## config.mk

```make
export PLATFORM = sky130hd
export DESIGN_NAME = wer_ctrl
export DESIGN_NICKNAME = d
export VERILOG_FILES = /design/src/verilog/wer_pkg.sv /design/src/verilog/wer_tmr_if.sv /design/src/verilog/wer_tmr.sv /design/src/verilog/wer_ctrl.sv
export SDC_FILE = /design/constraint.sdc
export NUM_CORES = 1
export LEC_CHECK = 0
export CAP_MARGIN = 20
export CORE_AREA = 2 2 122 172
export CTS_BUF_LIST = sky130_fd_sc_hd__clkbuf_4 sky130_fd_sc_hd__clkbuf_8 sky130_fd_sc_hd__clkbuf_16
export DETAILED_ROUTE_END_ITERATION = 8
export DIE_AREA = 0 0 124 174
export DONT_BUFFER_PORTS = 1
export PLACE_DENSITY = 0.64
export SETUP_SLACK_MARGIN = 0.1
export SYNTH_ARGS = -nofsm -noshare
export SYNTH_HDL_FRONTEND = slang
export SYNTH_SLANG_ARGS = --single-unit
```

## constraint.sdc

```tcl
create_clock -name clk -period 8.2 [get_ports clk]
set_input_delay 0.82 -clock clk [delete_from_list [all_inputs] [get_ports clk]]
set_output_delay 0.82 -clock clk [all_outputs]
set_load 0.01 [all_outputs]
```

## src/verilog/wer_pkg.sv

```systemverilog
/*
 * Constants for the wake, hold, restart and interrupt controller:
 * register offsets, field positions, reset values and interval counts.
 * Assumes a 100 MHz system clock.
 */
package wer_pkg;

	// Time base
	localparam int unsigned CLK_FREQ_HZ = 100_000_000;

	// Intervals in their own units
	localparam int unsigned T_WAKE_DLY_MS  = 50;
	localparam int unsigned T_HOLD_TMO_S   = 5;
	localparam int unsigned T_RST_MIN_S    = 1;
	localparam int unsigned T_IRQ_REARM_US = 32;

	// Interval counts in clock cycles
	localparam int unsigned WAKE_DLY_CYC  = CLK_FREQ_HZ / 1000 * T_WAKE_DLY_MS;
	localparam int unsigned HOLD_TMO_CYC  = CLK_FREQ_HZ * T_HOLD_TMO_S;
	localparam int unsigned RST_MIN_CYC   = CLK_FREQ_HZ * T_RST_MIN_S;
	localparam int unsigned IRQ_REARM_CYC = CLK_FREQ_HZ / 1_000_000 * T_IRQ_REARM_US;

	// Timer channels
	localparam int N_TMR     = 3;
	localparam int TMR_W     = 32;
	localparam int TMR_WAKE  = 0;
	localparam int TMR_HOLD  = 1;
	localparam int TMR_RST   = 2;

	// Register bus geometry
	localparam int ADDR_W = 4;
	localparam int DATA_W = 8;

	// Register offsets
	localparam logic [3:0] OFS_STATUS = 4'h0;
	localparam logic [3:0] OFS_INT    = 4'h1;
	localparam logic [3:0] OFS_MASK   = 4'h2;
	localparam logic [3:0] OFS_CTRL   = 4'h3;

	// Interrupt flag and mask fields
	localparam int IRQ_BTN   = 0;
	localparam int IRQ_USB   = 1;
	localparam int IRQ_AC    = 2;
	localparam int IRQ_FAULT = 3;
	localparam int IRQ_HTMO  = 4;
	localparam int N_IRQ     = 5;

	// Status fields
	localparam int STS_BTN     = 0;
	localparam int STS_USB     = 1;
	localparam int STS_AC      = 2;
	localparam int STS_ACTIVE  = 3;
	localparam int STS_SLEEP   = 4;
	localparam int STS_OFF_SEL = 5;

	// Control fields
	localparam int CTL_OFF_SEL = 0;

	// Reset values
	localparam logic [7:0] MASK_RST = 8'h00;
	localparam logic [7:0] CTRL_RST = 8'h01;

	typedef enum logic [2:0] {
		WER_OFF,
		WER_SLEEP,
		WER_WAKE_DLY,
		WER_WAIT_HOLD,
		WER_HOLD_EXT,
		WER_ACTIVE,
		WER_RESTART
	} wer_state_e;

endpackage : wer_pkg

```

## src/verilog/wer_tmr_if.sv

```systemverilog
/*
 * Carrier between the controller and its interval timers.
 * Assumes one clock domain shared by both ends.
 */
`timescale 1ns/10ps
`default_nettype none
interface wer_tmr_if;
	import wer_pkg::*;
	logic [N_TMR-1:0]            run;
	logic [N_TMR-1:0][TMR_W-1:0] limit;
	logic [N_TMR-1:0]            done;

	modport ctl (output run, output limit, input done);
	modport tmr (input run, input limit, output done);
endinterface : wer_tmr_if
`default_nettype wire

```

## src/verilog/wer_tmr.sv

```systemverilog
/*
 * Interval timers, one per channel, counting clock cycles while run is high.
 * Assumes limit is at least one and stable while run is high.
 */
`timescale 1ns/10ps
`default_nettype none
module wer_tmr
	import wer_pkg::*;
(
	// Clock and reset
	input  wire logic clk,
	input  wire logic sys_rst,
	input  wire logic ce,
	// Controller side
	wer_tmr_if.tmr    tif
);

	for (genvar i = 0; i < N_TMR; i++) begin : g_ch
		logic [TMR_W-1:0] cnt_q;
		logic             done_q;

		// Dropping run restarts the count from zero
		always_ff @(posedge clk) begin
			if (sys_rst) begin
				cnt_q  <= '0;
				done_q <= 1'b0;
			end else if (ce) begin
				if (!tif.run[i]) begin
					cnt_q  <= '0;
					done_q <= 1'b0;
				end else if (!done_q) begin
					cnt_q  <= cnt_q + 32'h1;
					done_q <= (cnt_q + 32'h1 == tif.limit[i]);
				end
			end
		end

		assign tif.done[i] = done_q;
	end

endmodule : wer_tmr
`default_nettype wire

```

## src/verilog/wer_ctrl.sv

```systemverilog
/*
 * Wake request, power hold, hardware restart and interrupt controller.
 * Assumes all pin inputs are synchronous to clk and already debounced;
 * the open-drain pins are resolved outside from the enables.
 */
// Operation
// - In OFF or SLEEP, a wakeup event pulls the wake request pin low.
// - Wake request goes low 50 ms after wakeup, stays low 50 ms past hold.
// - No hold within 5 s of wake request: power down to OFF or SLEEP.
// - In ACTIVE the wake request pin is always released.
// - Hold input is level sampled; an early hold counts as valid.
// - Host toggles hold input to move between ACTIVE and SLEEP.
// - In SLEEP, asserting hold alone starts power-up.
// - Restart low powers down all rails, always-on too, and resets registers.
// - Stay down while restart is low, and at least 1 s.
// - After restart returns high, enter ACTIVE and power up.
// - Every event or fault sets its flag and pulls the interrupt low.
// - Reading the flag register clears flags and releases the interrupt.
// - Persistent fault keeps its flag; interrupt low again within 32 us.
// - Button press, button release, USB and AC changes raise interrupts.
// - Any button level change sets the button flag; level is readable.
// - Masks only gate the interrupt pin, never the flags or monitors.
`timescale 1ns/10ps
`default_nettype none
module wer_ctrl
	import wer_pkg::*;
#(
	parameter int unsigned WAKE_DLY = WAKE_DLY_CYC,
	parameter int unsigned HOLD_TMO = HOLD_TMO_CYC,
	parameter int unsigned RST_MIN  = RST_MIN_CYC
) (
	// Clock and reset
	input  wire logic              clk,
	input  wire logic              sys_rst,
	input  wire logic              ce,
	// Register port
	input  wire logic [ADDR_W-1:0] reg_addr,
	input  wire logic [DATA_W-1:0] reg_wdata,
	input  wire logic              reg_wr,
	input  wire logic              reg_rd,
	output logic      [DATA_W-1:0] reg_rdata,
	// Monitored pins
	input  wire logic              power_hold_in,
	input  wire logic              external_restart_n,
	input  wire logic              button_input_n,
	input  wire logic              usb_ok,
	input  wire logic              ac_ok,
	input  wire logic              fault_in,
	// Open-drain pins, enable low while pulling low
	output logic                   wake_request_n_o,
	output logic                   wake_request_n_oe_n,
	output logic                   irq_line_n_o,
	output logic                   irq_line_n_oe_n,
	// Rail control
	output logic                   rails_en,
	output logic                   aon_rails_en
);

	localparam int A_REARM = 3;

	wer_tmr_if tif ();

	wer_tmr u_tmr (
		.clk     (clk),
		.sys_rst (sys_rst),
		.ce      (ce),
		.tif     (tif)
	);

	wer_state_e             state_q;
	wer_state_e             state_d;
	logic                   btn_q;
	logic                   usb_q;
	logic                   ac_q;
	logic [N_IRQ-1:0]       flags_q;
	logic [N_IRQ-1:0]       flags_d;
	logic [N_IRQ-1:0]       set_vec;
	logic [N_IRQ-1:0]       mask_q;
	logic                   off_sel_q;
	logic [DATA_W-1:0]      rdata_q;
	logic                   wake_oe_n_q;
	logic                   irq_oe_n_q;
	logic                   rails_q;
	logic                   aon_q;
	logic                   wake_evt;
	logic                   hold_tmo;
	logic                   rd_int;
	logic                   wr_int;
	logic                   regs_rst;

	// Timer channels
	assign tif.run[TMR_WAKE] = (state_q == WER_WAKE_DLY) || (state_q == WER_HOLD_EXT);
	assign tif.run[TMR_HOLD] = (state_q == WER_WAIT_HOLD);
	assign tif.run[TMR_RST]  = (state_q == WER_RESTART);
	assign tif.limit[TMR_WAKE] = TMR_W'(WAKE_DLY);
	assign tif.limit[TMR_HOLD] = TMR_W'(HOLD_TMO);
	assign tif.limit[TMR_RST]  = TMR_W'(RST_MIN);

	// Previous pin levels for edge detection
	always_ff @(posedge clk) begin
		if (sys_rst) begin
			btn_q <= 1'b1;
			usb_q <= 1'b0;
			ac_q  <= 1'b0;
		end else if (ce) begin
			btn_q <= button_input_n;
			usb_q <= usb_ok;
			ac_q  <= ac_ok;
		end
	end

	// Press, supply insertion or adapter insertion wakes the device
	assign wake_evt = (btn_q && !button_input_n) || (!usb_q && usb_ok) || (!ac_q && ac_ok);
	assign hold_tmo = (state_q == WER_WAIT_HOLD) && tif.done[TMR_HOLD] && !power_hold_in;

	always_comb begin
		state_d = state_q;
		unique case (state_q)
			WER_OFF: begin
				if (wake_evt) begin
					state_d = WER_WAKE_DLY;
				end
			end
			WER_SLEEP: begin
				if (wake_evt || power_hold_in) begin
					state_d = WER_WAKE_DLY;
				end
			end
			WER_WAKE_DLY: begin
				if (tif.done[TMR_WAKE]) begin
					state_d = WER_WAIT_HOLD;
				end
			end
			WER_WAIT_HOLD: begin
				// Level test, so a hold already high passes at once
				if (power_hold_in) begin
					state_d = WER_HOLD_EXT;
				end else if (tif.done[TMR_HOLD]) begin
					state_d = off_sel_q ? WER_OFF : WER_SLEEP;
				end
			end
			WER_HOLD_EXT: begin
				if (tif.done[TMR_WAKE]) begin
					state_d = WER_ACTIVE;
				end
			end
			WER_ACTIVE: begin
				if (!power_hold_in) begin
					state_d = off_sel_q ? WER_OFF : WER_SLEEP;
				end
			end
			WER_RESTART: begin
				if (external_restart_n && tif.done[TMR_RST]) begin
					state_d = WER_ACTIVE;
				end
			end
			default: state_d = WER_OFF;
		endcase
		if (!external_restart_n) begin
			state_d = WER_RESTART;
		end
	end

	always_ff @(posedge clk) begin
		if (sys_rst) begin
			state_q <= WER_OFF;
		end else if (ce) begin
			state_q <= state_d;
		end
	end

	// Pins and rails follow the next state so they leave a flop
	always_ff @(posedge clk) begin
		if (sys_rst) begin
			wake_oe_n_q <= 1'b1;
			rails_q     <= 1'b0;
			aon_q       <= 1'b0;
		end else if (ce) begin
			wake_oe_n_q <= !((state_d == WER_WAIT_HOLD) || (state_d == WER_HOLD_EXT));
			rails_q     <= (state_d != WER_OFF) && (state_d != WER_SLEEP)
				&& (state_d != WER_RESTART);
			aon_q       <= (state_d != WER_OFF) && (state_d != WER_RESTART);
		end
	end

	// Register access decode; restart also brings registers to defaults
	assign rd_int   = reg_rd && (reg_addr == OFS_INT);
	assign wr_int   = reg_wr && (reg_addr == OFS_INT);
	assign regs_rst = sys_rst || (ce && !external_restart_n);

	always_comb begin
		set_vec            = '0;
		set_vec[IRQ_BTN]   = btn_q != button_input_n;
		set_vec[IRQ_USB]   = usb_q != usb_ok;
		set_vec[IRQ_AC]    = ac_q != ac_ok;
		set_vec[IRQ_FAULT] = fault_in;
		set_vec[IRQ_HTMO]  = hold_tmo;
		flags_d = flags_q;
		if (rd_int) begin
			flags_d = '0;
		end else if (wr_int) begin
			flags_d = flags_q & ~reg_wdata[N_IRQ-1:0];
		end
		// A new event in the clearing cycle is kept
		flags_d = flags_d | set_vec;
	end

	always_ff @(posedge clk) begin
		if (regs_rst) begin
			flags_q <= '0;
		end else if (ce) begin
			flags_q <= flags_d;
		end
	end

	always_ff @(posedge clk) begin
		if (regs_rst) begin
			mask_q    <= MASK_RST[N_IRQ-1:0];
			off_sel_q <= CTRL_RST[CTL_OFF_SEL];
		end else if (ce && reg_wr) begin
			if (reg_addr == OFS_MASK) begin
				mask_q <= reg_wdata[N_IRQ-1:0];
			end
			if (reg_addr == OFS_CTRL) begin
				off_sel_q <= reg_wdata[CTL_OFF_SEL];
			end
		end
	end

	// Masks gate the pin only; flags keep recording
	always_ff @(posedge clk) begin
		if (regs_rst) begin
			irq_oe_n_q <= 1'b1;
		end else if (ce) begin
			irq_oe_n_q <= ~|(flags_d & ~mask_q);
		end
	end

	// Read data stand for one cycle only, zero otherwise
	always_ff @(posedge clk) begin
		if (sys_rst) begin
			rdata_q <= '0;
		end else if (ce) begin
			rdata_q <= '0;
			if (reg_rd) begin
				unique case (reg_addr)
					OFS_STATUS: begin
						rdata_q[STS_BTN]     <= !button_input_n;
						rdata_q[STS_USB]     <= usb_ok;
						rdata_q[STS_AC]      <= ac_ok;
						rdata_q[STS_ACTIVE]  <= state_q == WER_ACTIVE;
						rdata_q[STS_SLEEP]   <= state_q == WER_SLEEP;
						rdata_q[STS_OFF_SEL] <= off_sel_q;
					end
					OFS_INT:  rdata_q[N_IRQ-1:0] <= flags_q;
					OFS_MASK: rdata_q[N_IRQ-1:0] <= mask_q;
					OFS_CTRL: rdata_q[CTL_OFF_SEL] <= off_sel_q;
					default:  rdata_q <= '0;
				endcase
			end
		end
	end

	assign reg_rdata           = rdata_q;
	assign wake_request_n_o    = 1'b0;
	assign wake_request_n_oe_n = wake_oe_n_q;
	assign irq_line_n_o        = 1'b0;
	assign irq_line_n_oe_n     = irq_oe_n_q;
	assign rails_en            = rails_q;
	assign aon_rails_en        = aon_q;
endmodule : wer_ctrl
`default_nettype wire

```

==> impl_metrics.yaml, run 1 <==
critical_path:
  critical_path_class: "register to register"
  crit_fanout: 15
  r2r_slack_ns: 4.89
  reg2regPathDepth: 6
  crit_path_start_kind: "register"
  cp-end-kind: "register"
  regToRegEndpoint: "u_tmr.g_ch[1].done_q"
  cp.arrival_ns: 3.62
  cp.required_ns: 8.51
  r2r-start: "u_tmr.g_ch[1].cnt_q[2]"
timing:
  rsz0062_at_grt: "no"
  finalSetupViolations: 0
  worstMarginPinSlew_ns: 1.01
  relSlewSlack: 0.321
  fin_crit_ns: 3.31
  maxSlewViolCount: 0
  fin_crit_sh: 0.403
  setup_ws_ns: 4.89
  final_hold_viol_count: 0
  fin_skew_ns: 0.0126
  tns_ns: 0
  max_freq_mhz: 302
drt:
  dr.pass1.iters: 6
  drc: 0
  routed_via_density: 5.92
  ant_nets: 0
  totalWireLength_um: 20600
  post_drt_wl_per_cell_um: 15.7
  vias: 7753
  drt_iter0_markers: 456
synthesis:
  syn_area_sq_um: 7900
  synth_top_family_by_area: "simple AND/OR/NAND/NOR gates"
  synth.avg_cell_area_sq_um: 7.23
  synth_compound_area_frac: 0.226
  netlist-cell-type-count: 71
  synthSimpleGateAreaFrac: 0.331
  ys_async_sr_fraction: 0
  synth_fa_ha_area_frac: 0.0142
  synth_warnings: 0
  ys_ff_latch: 126
  synth-edff-count: 0
  ys_seq_area_frac: 0.319
  synth_area_leaders: "dfxtp_1 32%, a21oi_1 8.0%, nor2_1 6.6%"
  synth_top_area_frac: 0.319
  synth-xor-area-share: 0.0366
  syn_inst: 1093
  synth_mux_area_frac: 0.0192
  synth_top_cell_by_area: "dfxtp_1"
  yosys_most_used_dff: "dfxtp_1"
clock_network:
  cts_hold_buf: 0
  post_cts_buffers: 0
  cts_root_buf: "clkbuf_16"
  clk_path_buf_depth: 2
  cts_resized: 0
  htree_levels: 4
  clk-insertion-delay-late_ns: 0.42
  cts_buffers: 17
  cts_tree: "done"
  path_clk_slew_ns: 0.06
  cts_sinks: 126
floorplanning:
  dieArea_sq_um: 21600
  fp.dieH_um: 174
  ioPinCount: 37
  die_w_um: 124
  rows: 62
  start_util: 0.392
  core_sq_um: 20200
run_status:
  outcome: "complete, no violations"
global_routing:
  grt_pass1_wl_um: 34600
  overflow: 0
  grt_pass1_vias: 7201
  grt_max_degree: 118
  antenna_found_initial: 0
  track_usage: 0.194
final_layout:
  fillers: 2054
  layout-area-overhead-vs-synth_pct: 8.99
  n_antenna_cell: 0
  final_common_cell: "nor2_1"
  drive_above_1_share: 0.0702
  fin_util: 0.427
  nets: 1073
  final_cell_mix: "140 x nor2_1, 126 x dfxtp_1, 125 x a21oi_1"
hold_path:
  min_to: "u_tmr.g_ch[0].cnt_q[8]"
  min_path_type: "input port to register"
  hold_depth: 1
  hold_path.startpoint: "sys_rst"
placement:
  dpl_worst_slack_ns: 4.91
  gp_routability_congestion: 0.835
  hpwl_um: 13300
  port_buffers: 0
power_and_ir_drop:
  power_w: 0.00154
  p_per_area_nw_per_um2: 179
  vdd_drop_max_v: 0.000144
  leakagePower_nw: 2.83
flow_run:
  cap_violations: 0
-- per-stage QoR --
stage	instances	hold slack, ns	instance area (sq um)
final	1310	0.462	8610
after global routing	1310	0.445	8610
after CTS	1310	0.454	8610
after detailed placement	1278	0.476	7960
after global placement	1278	0.475	7960
after floorplan	1096	0.454	7910
-- critical path, cell delays in order, from the launching register on --
cell and delay [ns]:
dfxtp_1 0.46, nand3_1 0.44, nor4_2 0.84, nand4_1 0.38, nor4_1 0.59, o21ai_0 0.21, a31o_2 0.26
-- flip-flops by register name, indices dropped and copies added (netlist names) --
register,count
state_q,3
off_sel_q,1
rails_en,1
u_tmr.g_ch.done_q,3
reg_rdata,6
flags_q,5
aon_rails_en,1
irq_line_n_oe_n,1
u_tmr.g_ch.cnt_q,96
ac_q,1
wake_request_n_oe_n,1
mask_q,5
btn_q,1
usb_q,1
-- power by group --
group | internal [W] | switching (W)
clock network | 0.000533 | 0.000307
registers | 0.000618 | 0.00000735
logic | 0.0000259 | 0.0000495
total | 0.00118 | 0.000364
-- routing by layer --
layer,wire length (um),global-route usage,vias up
met2,10500,0.341,175
li1,-,-,3877
met4,419,0.0763,0
met5,0,0,-
met3,757,0.0358,33
met1,8900,0.229,3668
-- cells by family after synthesis --
family | count (synthesis)
flip-flops | 126
other | 1
XOR/XNOR | 33
AND/OR/NAND/NOR | 497
AO/OA/AOI/OAI | 309
adder cells (fa/ha/maj) | 9
buffers and inverters | 103
multiplexers | 15
-- area by class of cell --
cell class | count | area (sq um) | area share
clock buffer | 19 | 453 | 0.0526
multi-input combinational | 867 | 4980 | 0.579
sequential | 126 | 2520 | 0.293
clock inverter | 13 | 199 | 0.0231
tap | 256 | 320 | 0.0372
inverter | 22 | 82.6 | 0.00959
timing repair buffer | 7 | 52.6 | 0.00610
-- worst max-delay path by stage --
stage                                start                   end  slack [ns]  cells after the start
global route        u_tmr.g_ch[1].cnt_q[2]  u_tmr.g_ch[1].done_q        4.47                      6
CTS                 u_tmr.g_ch[0].cnt_q[0]  u_tmr.g_ch[0].done_q        4.87                      8
finish              u_tmr.g_ch[1].cnt_q[2]  u_tmr.g_ch[1].done_q        4.89                      6
detailed placement  u_tmr.g_ch[1].cnt_q[2]  u_tmr.g_ch[1].done_q        4.91                      6
floorplan           u_tmr.g_ch[0].cnt_q[0]  u_tmr.g_ch[0].done_q        5.42                      8
global placement    u_tmr.g_ch[0].cnt_q[0]  u_tmr.g_ch[0].done_q        4.94                      8
-- synth_stat cells (all sizes together), types with 4 or more instances --
| cell | instances |
|---|---|
| a311oi | 7 |
| nand2 | 105 |
| nor4b | 5 |
| a21oi | 126 |
| xor2 | 14 |
| and3 | 18 |
| nand3b | 12 |
| nand4b | 8 |
| o22ai | 4 |
| or2 | 4 |
| or4 | 9 |
| nand2b | 7 |
| and4 | 6 |
| o31ai | 5 |
| o211ai | 4 |
| nor3 | 30 |
| or4b | 6 |
| a31oi | 24 |
| nand3 | 49 |
| or3 | 13 |
| clkbuf | 68 |
| a21o | 4 |
| ha | 9 |
| nor2 | 141 |
| buf | 13 |
| xnor2 | 19 |
| and2 | 10 |
| o21ai | 90 |
| a211oi | 11 |
| dfxtp | 126 |
| o21a | 6 |
| a22oi | 8 |
| nor4 | 31 |
| a211o | 5 |
| nor2b | 5 |
| inv | 22 |
| nand4 | 32 |
| mux2i | 14 |
Power figures use the tool's default switching activity.
==> inputs of run 2 (changes only) <==
ABC_AREA = 1   (was unset)
CORE_AREA = 2 2 125 175   (was 2 2 122 172)
DIE_AREA = 0 0 127 177   (was 0 0 124 174)
PLACE_DENSITY = 0.66   (was 0.64)
clock period = 2.8 ns   (was 8.2 ns; I/O delays follow)
==> run 2 against run 1 <==
  * Area after synthesis is 4.3% higher
  * Sequential power grew to 2.9 times the previous value
  * Global-route usage up 0.088 points
  * Synthesized cell count grew 28%
  * Core utilization rose by 0.89 points
  * Count of clock-buffer cells in the layout fell by 2
  * Hold slack worse by 0.44 ns
  * Critical path depth is 7 higher
  * Final area up 6.1%
  * Final cell count grew 27%
  * Flip-flop and latch count did not move
  * Setup slack worse by 4.3 ns
  * Critical path type unchanged
  * Largest power group unchanged
  * Highest routed layer unchanged
==> impl_metrics.yaml, run 2 <==
timing:
  fin_crit_ns: 2.16
  relSlewSlack: 0.436
  fin_skew_ns: 0.00708
  hold_ws_ns: 0.0220
  maxSlewViolCount: 0
  tns_ns: 0
  fin_crit_sh: 0.772
  worstMarginPinSlew_ns: 0.845
  final_hold_viol_count: 0
  finalSetupViolations: 0
  max_freq_mhz: 463
  rsz0062_at_grt: "no"
drt:
  met1_length_um: 8730
  post_drt_wl_per_cell_um: 12.7
  routed-wl-met3_um: 781
  wl_met2_um: 10900
  ant_nets: 0
  drc: 0
  dr.pass1.iters: 5
  routed_via_density: 5.04
  routed.top_layer: "met4"
  totalWireLength_um: 21100
  drt_iter0_markers: 456
  vias: 8368
power_and_ir_drop:
  power_w: 0.00442
  leakagePower_nw: 3.27
  vdd_drop_max_v: 0.000437
  p_per_area_nw_per_um2: 484
synthesis:
  syn_area_sq_um: 8240
  ys_ff_latch: 126
  synth-edff-count: 0
  synth_top_cell_by_area: "dfxtp_1"
  ys_seq_area_frac: 0.306
  synth.avg_cell_area_sq_um: 5.90
  syn_inst: 1396
  yosys_most_used_dff: "dfxtp_1"
  netlist-cell-type-count: 39
  yosysMostFrequentCell: "nand2_1"
  synth_area_leaders: "dfxtp_1 31%, nand2_1 25%, nor2_1 7.8%"
  synth_warnings: 0
  ys_async_sr_fraction: 0
  synthTopCellsByCount: "547 x nand2_1, 171 x nor2_1, 126 x dfxtp_1"
  synth_top_area_frac: 0.306
global_routing:
  grt_max_degree: 102
  grt_pass1_wl_um: 35900
  antenna_found_initial: 0
  overflow: 0
  grt_pass1_vias: 7909
  track_usage: 0.195
placement:
  hpwl_um: 15300
  port_buffers: 0
  gp_routability_congestion: 0.942
floorplanning:
  dieArea_sq_um: 22500
  core_sq_um: 21000
  fp.dieH_um: 177
  rows: 63
  ioPinCount: 37
  start_util: 0.393
  die_w_um: 127
run_status:
  outcome: "complete, no violations"
clock_network:
  htree_levels: 4
  clk_path_buf_depth: 2
  path_clk_slew_ns: 0.06
  cts_resized: 0
  cts_buffers: 17
  cts_sinks: 126
  cts_tree: "done"
  cts_root_buf: "clkbuf_16"
  clk-insertion-delay-late_ns: 0.43
final_layout:
  drive_above_1_share: 0.0621
  largest_reg_flops: 96
  fin_util: 0.436
  n_antenna_cell: 0
  final_common_cell: "nand2_1"
  largest_register: "u_tmr.g_ch.cnt_q"
  final_cell_mix: "547 x nand2_1, 170 x nor2_1, 126 x dfxtp_1"
  nets: 1420
  layout-area-overhead-vs-synth_pct: 10.9
critical_path:
  crit_path_start_kind: "register"
  critical_path_class: "register to register"
  cp-end-kind: "register"
  cp.arrival_ns: 2.52
  crit_fanout: 6
  cp.required_ns: 3.16
flow_run:
  cap_violations: 0
hold_path:
  min_path_type: "input port to register"
[run 2: metrics by stage]
| stage | setup WS [ns] | instance area, sq um | cells |
|---|---|---|---|
| 3_3_place_gp | 0.702 | 8450 | 1625 |
| 6_report | 0.638 | 9140 | 1661 |
| 2_1_floorplan | 1.09 | 8250 | 1399 |
| 3_5_place_dp | 0.690 | 8450 | 1625 |
| 4_1_cts | 0.632 | 9140 | 1661 |
| 5_1_grt | 0.324 | 9140 | 1661 |
[run 2: cell families after synthesis]
| kind of cell | Yosys count | share of synthesized area |
|---|---|---|
| buffers and inverters | 163 | 0.0771 |
| XOR/XNOR | 12 | 0.0128 |
| AND/OR/NAND/NOR | 894 | 0.464 |
| adder cells (fa/ha/maj) | 9 | 0.0137 |
| flip-flops | 126 | 0.306 |
| AO/OA/AOI/OAI | 191 | 0.126 |
| other | 1 | 0.000455 |
[run 2: power by group]
group / internal (W) / switching, W
registers: 0.00181 / 0.0000195
logic: 0.0000519 / 0.000141
clock network: 0.00150 / 0.000894
total: 0.00337 / 0.00105
[run 2: cell type report]
class	count	area [sq um]
inverters	125	469
well taps	260	325
fillers	2262	11800
clock buffers	17	425
repair buffers	8	87.6
multi-input cells	1110	5100
clock inverters	15	208
flip-flops and latches	126	2520
[run 2: worst paths after layout]
check / start / endpoint / slack (ns) / cells past startpoint
setup / recovery: u_tmr.g_ch[2].cnt_q[1] / u_tmr.g_ch[2].done_q / 0.64 / 13
hold / removal: reg_rd / reg_rdata[0] / 0.02 / 2
setup reg to reg: u_tmr.g_ch[2].cnt_q[1] / u_tmr.g_ch[2].done_q / 0.64 / 13
hold reg to reg: u_tmr.g_ch[0].done_q / u_tmr.g_ch[0].done_q / 0.46 / 2
[run 2: routing by layer]
metal | up-vias | track usage
met4 | 0 | 0.0943
met2 | 166 | 0.362
met1 | 3696 | 0.209
li1 | 4445 | -
met3 | 61 | 0.0408
met5 | - | 0
[run 2: what timing repair did]
action,in CTS,in global routing
hold buffers,4,0
endpoints found under the hold margin,106,0
setup buffers,0,0
[run 2: critical path, cell delays in order, from the launching register on]
cell and delay [ns]:
dfxtp_1 0.40, ha_1 0.25, nand2_1 0.08, nor2_2 0.21, nand2_2 0.17, nor2_4 0.20, nand2_1 0.07, nand2_1 0.08
nand2_1 0.05, nor2_1 0.14, nand2_1 0.07, nor2_1 0.10, nand3_1 0.13, a21oi_1 0.14
==> inputs of run 3 (changes only) <==
ABC_AREA = 0   (was 1)
CORE_AREA = 2 2 122 172   (was 2 2 125 175)
DIE_AREA = 0 0 124 174   (was 0 0 127 177)
PLACE_DENSITY = 0.64   (was 0.66)
clock period = 2.1 ns   (was 2.8 ns; I/O delays follow)
==> run 3 against run 2 <==
  * The run now ends with hold timing, setup timing left
  * Routed wire length grew 17%
  * Critical path depth shrank 6
  * Clock power up 39%
  * Die area decreased by 4.0%
  * Power up 39%
  * Count of clock-buffer cells in the layout increased by 2
  * First-iteration DRC count increased by 38%
  * Maximum frequency is 4.3% lower
  * Final cell count is 7.9% lower
  * Via count increased by 5.3%
==> impl_metrics.yaml, run 3 (synthesis gave the netlist of run 1 again) <==
run_status:
  outcome: "finished, violations left"
  violations: "hold timing, setup timing"
floorplanning:
  start_util: 0.392
  ioPinCount: 37
  core_sq_um: 20200
  dieArea_sq_um: 21600
  rows: 62
  die_w_um: 124
  fp.dieH_um: 174
placement:
  dpl_worst_slack_ns: -0.262
  gp_routability_congestion: 0.886
  hpwl_um: 16300
  port_buffers: 0
final_layout:
  n_antenna_cell: 0
  final_cell_mix: "187 x buf_4, 131 x nor2_1, 114 x a21oi_1"
  fin_util: 0.548
  layout-area-overhead-vs-synth_pct: 39.9
  nets: 1293
  largest_register: "u_tmr.g_ch.cnt_q"
  drive_above_1_share: 0.300
  largest_reg_flops: 96
  final_common_cell: "buf_4"
timing:
  finalSetupViolations: 4
  hold_ws_ns: -0.158
  setup_ws_ns: -0.159
  fin_skew_ns: 0.00679
  fin_crit_sh: 1.08
  maxSlewViolCount: 0
  max_freq_mhz: 443
  rsz0062_at_grt: "yes"
  fin_crit_ns: 2.26
  relSlewSlack: 0.461
  final_hold_viol_count: 36
  worstMarginPinSlew_ns: 0.806
critical_path:
  cp-end-kind: "register"
  cp.arrival_ns: 2.61
  crit_path_start_kind: "register"
  cp.required_ns: 2.45
  crit_fanout: 3
  critical_path_class: "register to register"
power_and_ir_drop:
  power_w: 0.00615
  vdd_drop_max_v: 0.000594
  leakagePower_nw: 4.26
  p_per_area_nw_per_um2: 556
clock_network:
  path_clk_slew_ns: 0.06
  htree_levels: 4
  clk_path_buf_depth: 2
  clk-insertion-delay-late_ns: 0.43
  cts_tree: "done"
  cts_buffers: 17
  cts_sinks: 126
  cts_root_buf: "clkbuf_16"
  cts_hold_buf: 20
global_routing:
  grt_pass1_vias: 8657
  antenna_found_initial: 0
  overflow: 0
  grt_max_degree: 118
  grt_pass1_wl_um: 40800
  track_usage: 0.232
drt:
  ant_nets: 0
  vias: 8809
  drc: 0
  post_drt_wl_per_cell_um: 16.1
  dr.pass1.iters: 5
  routed_via_density: 5.76
  drt_iter0_markers: 631
  totalWireLength_um: 24600
hold_path:
  min_path_type: "input port to register"
flow_run:
  cap_violations: 0
## run 3: per-layer routing
| metal | wire (um) | track usage | part of all wire |
|---|---|---|---|
| met3 | 1130 | 0.0423 | 0.046 |
| met1 | 9740 | 0.263 | 0.40 |
| met5 | 0 | 0 | 0 |
| met2 | 12800 | 0.409 | 0.52 |
| met4 | 940 | 0.113 | 0.038 |
## run 3: final cells by class
cell class                      count  area, sq um
Clock buffer                       19          447
Clock inverter                     13          210
Fill cell                        1829         9110
Inverter                           22         85.1
Multi-Input combinational cell    867         5580
Sequential cell                   126         2570
Tap cell                          256          320
Timing Repair Buffer              227         1850
## run 3: path summary, 6_finish.rpt
| kind | slack (ns) | endpoint | cells past startpoint | startpoint |
|---|---|---|---|---|
| max reg2reg | -0.16 | u_tmr.g_ch[0].done_q | 7 | u_tmr.g_ch[0].cnt_q[7] |
| max | -0.16 | u_tmr.g_ch[0].done_q | 7 | u_tmr.g_ch[0].cnt_q[7] |
| min | -0.16 | u_tmr.g_ch[2].cnt_q[8] | 1 | sys_rst |
| min reg2reg | 0.49 | u_tmr.g_ch[2].cnt_q[22] | 2 | u_tmr.g_ch[2].cnt_q[22] |
## run 3: what timing repair did
item                                    in CTS  in global routing
endpoints found under the setup margin      20                 54
gates cloned                                 0                  0
pin swaps                                   30                 33
hold endpoints to repair                   123                101
buffers inserted                            12                  8
resized for setup                           51                 81
## run 3: worst max-delay path: stages (launching register included)
cell     delay (ns)
dfxtp_2        0.35
nand4_4        0.13
nor4_4         0.36
and4_4         0.26
or4b_1         0.42
mux2_2         0.27
o21a_1         0.17
o31ai_2        0.22
## run 3: stage by stage
stage               cell area [sq um]  setup TNS, ns  std cells
floorplan                        8190         -0.836       1096
global placement                 9590         -0.515       1460
detailed placement               9590         -0.838       1460
CTS                             10700         -0.366       1523
global route                    11100          -1.65       1530
finish                          11100         -0.402       1530
## run 3: report_power, final
part | internal [W] | leakage, nW | switching, W | total (W)
clock network | 0.00216 | 0.326 | 0.00117 | 0.00332
registers | 0.00241 | 1.03 | 0.0000209 | 0.00243
logic | 0.000157 | 2.90 | 0.000237 | 0.000394
total | 0.00472 | 4.26 | 0.00142 | 0.00615
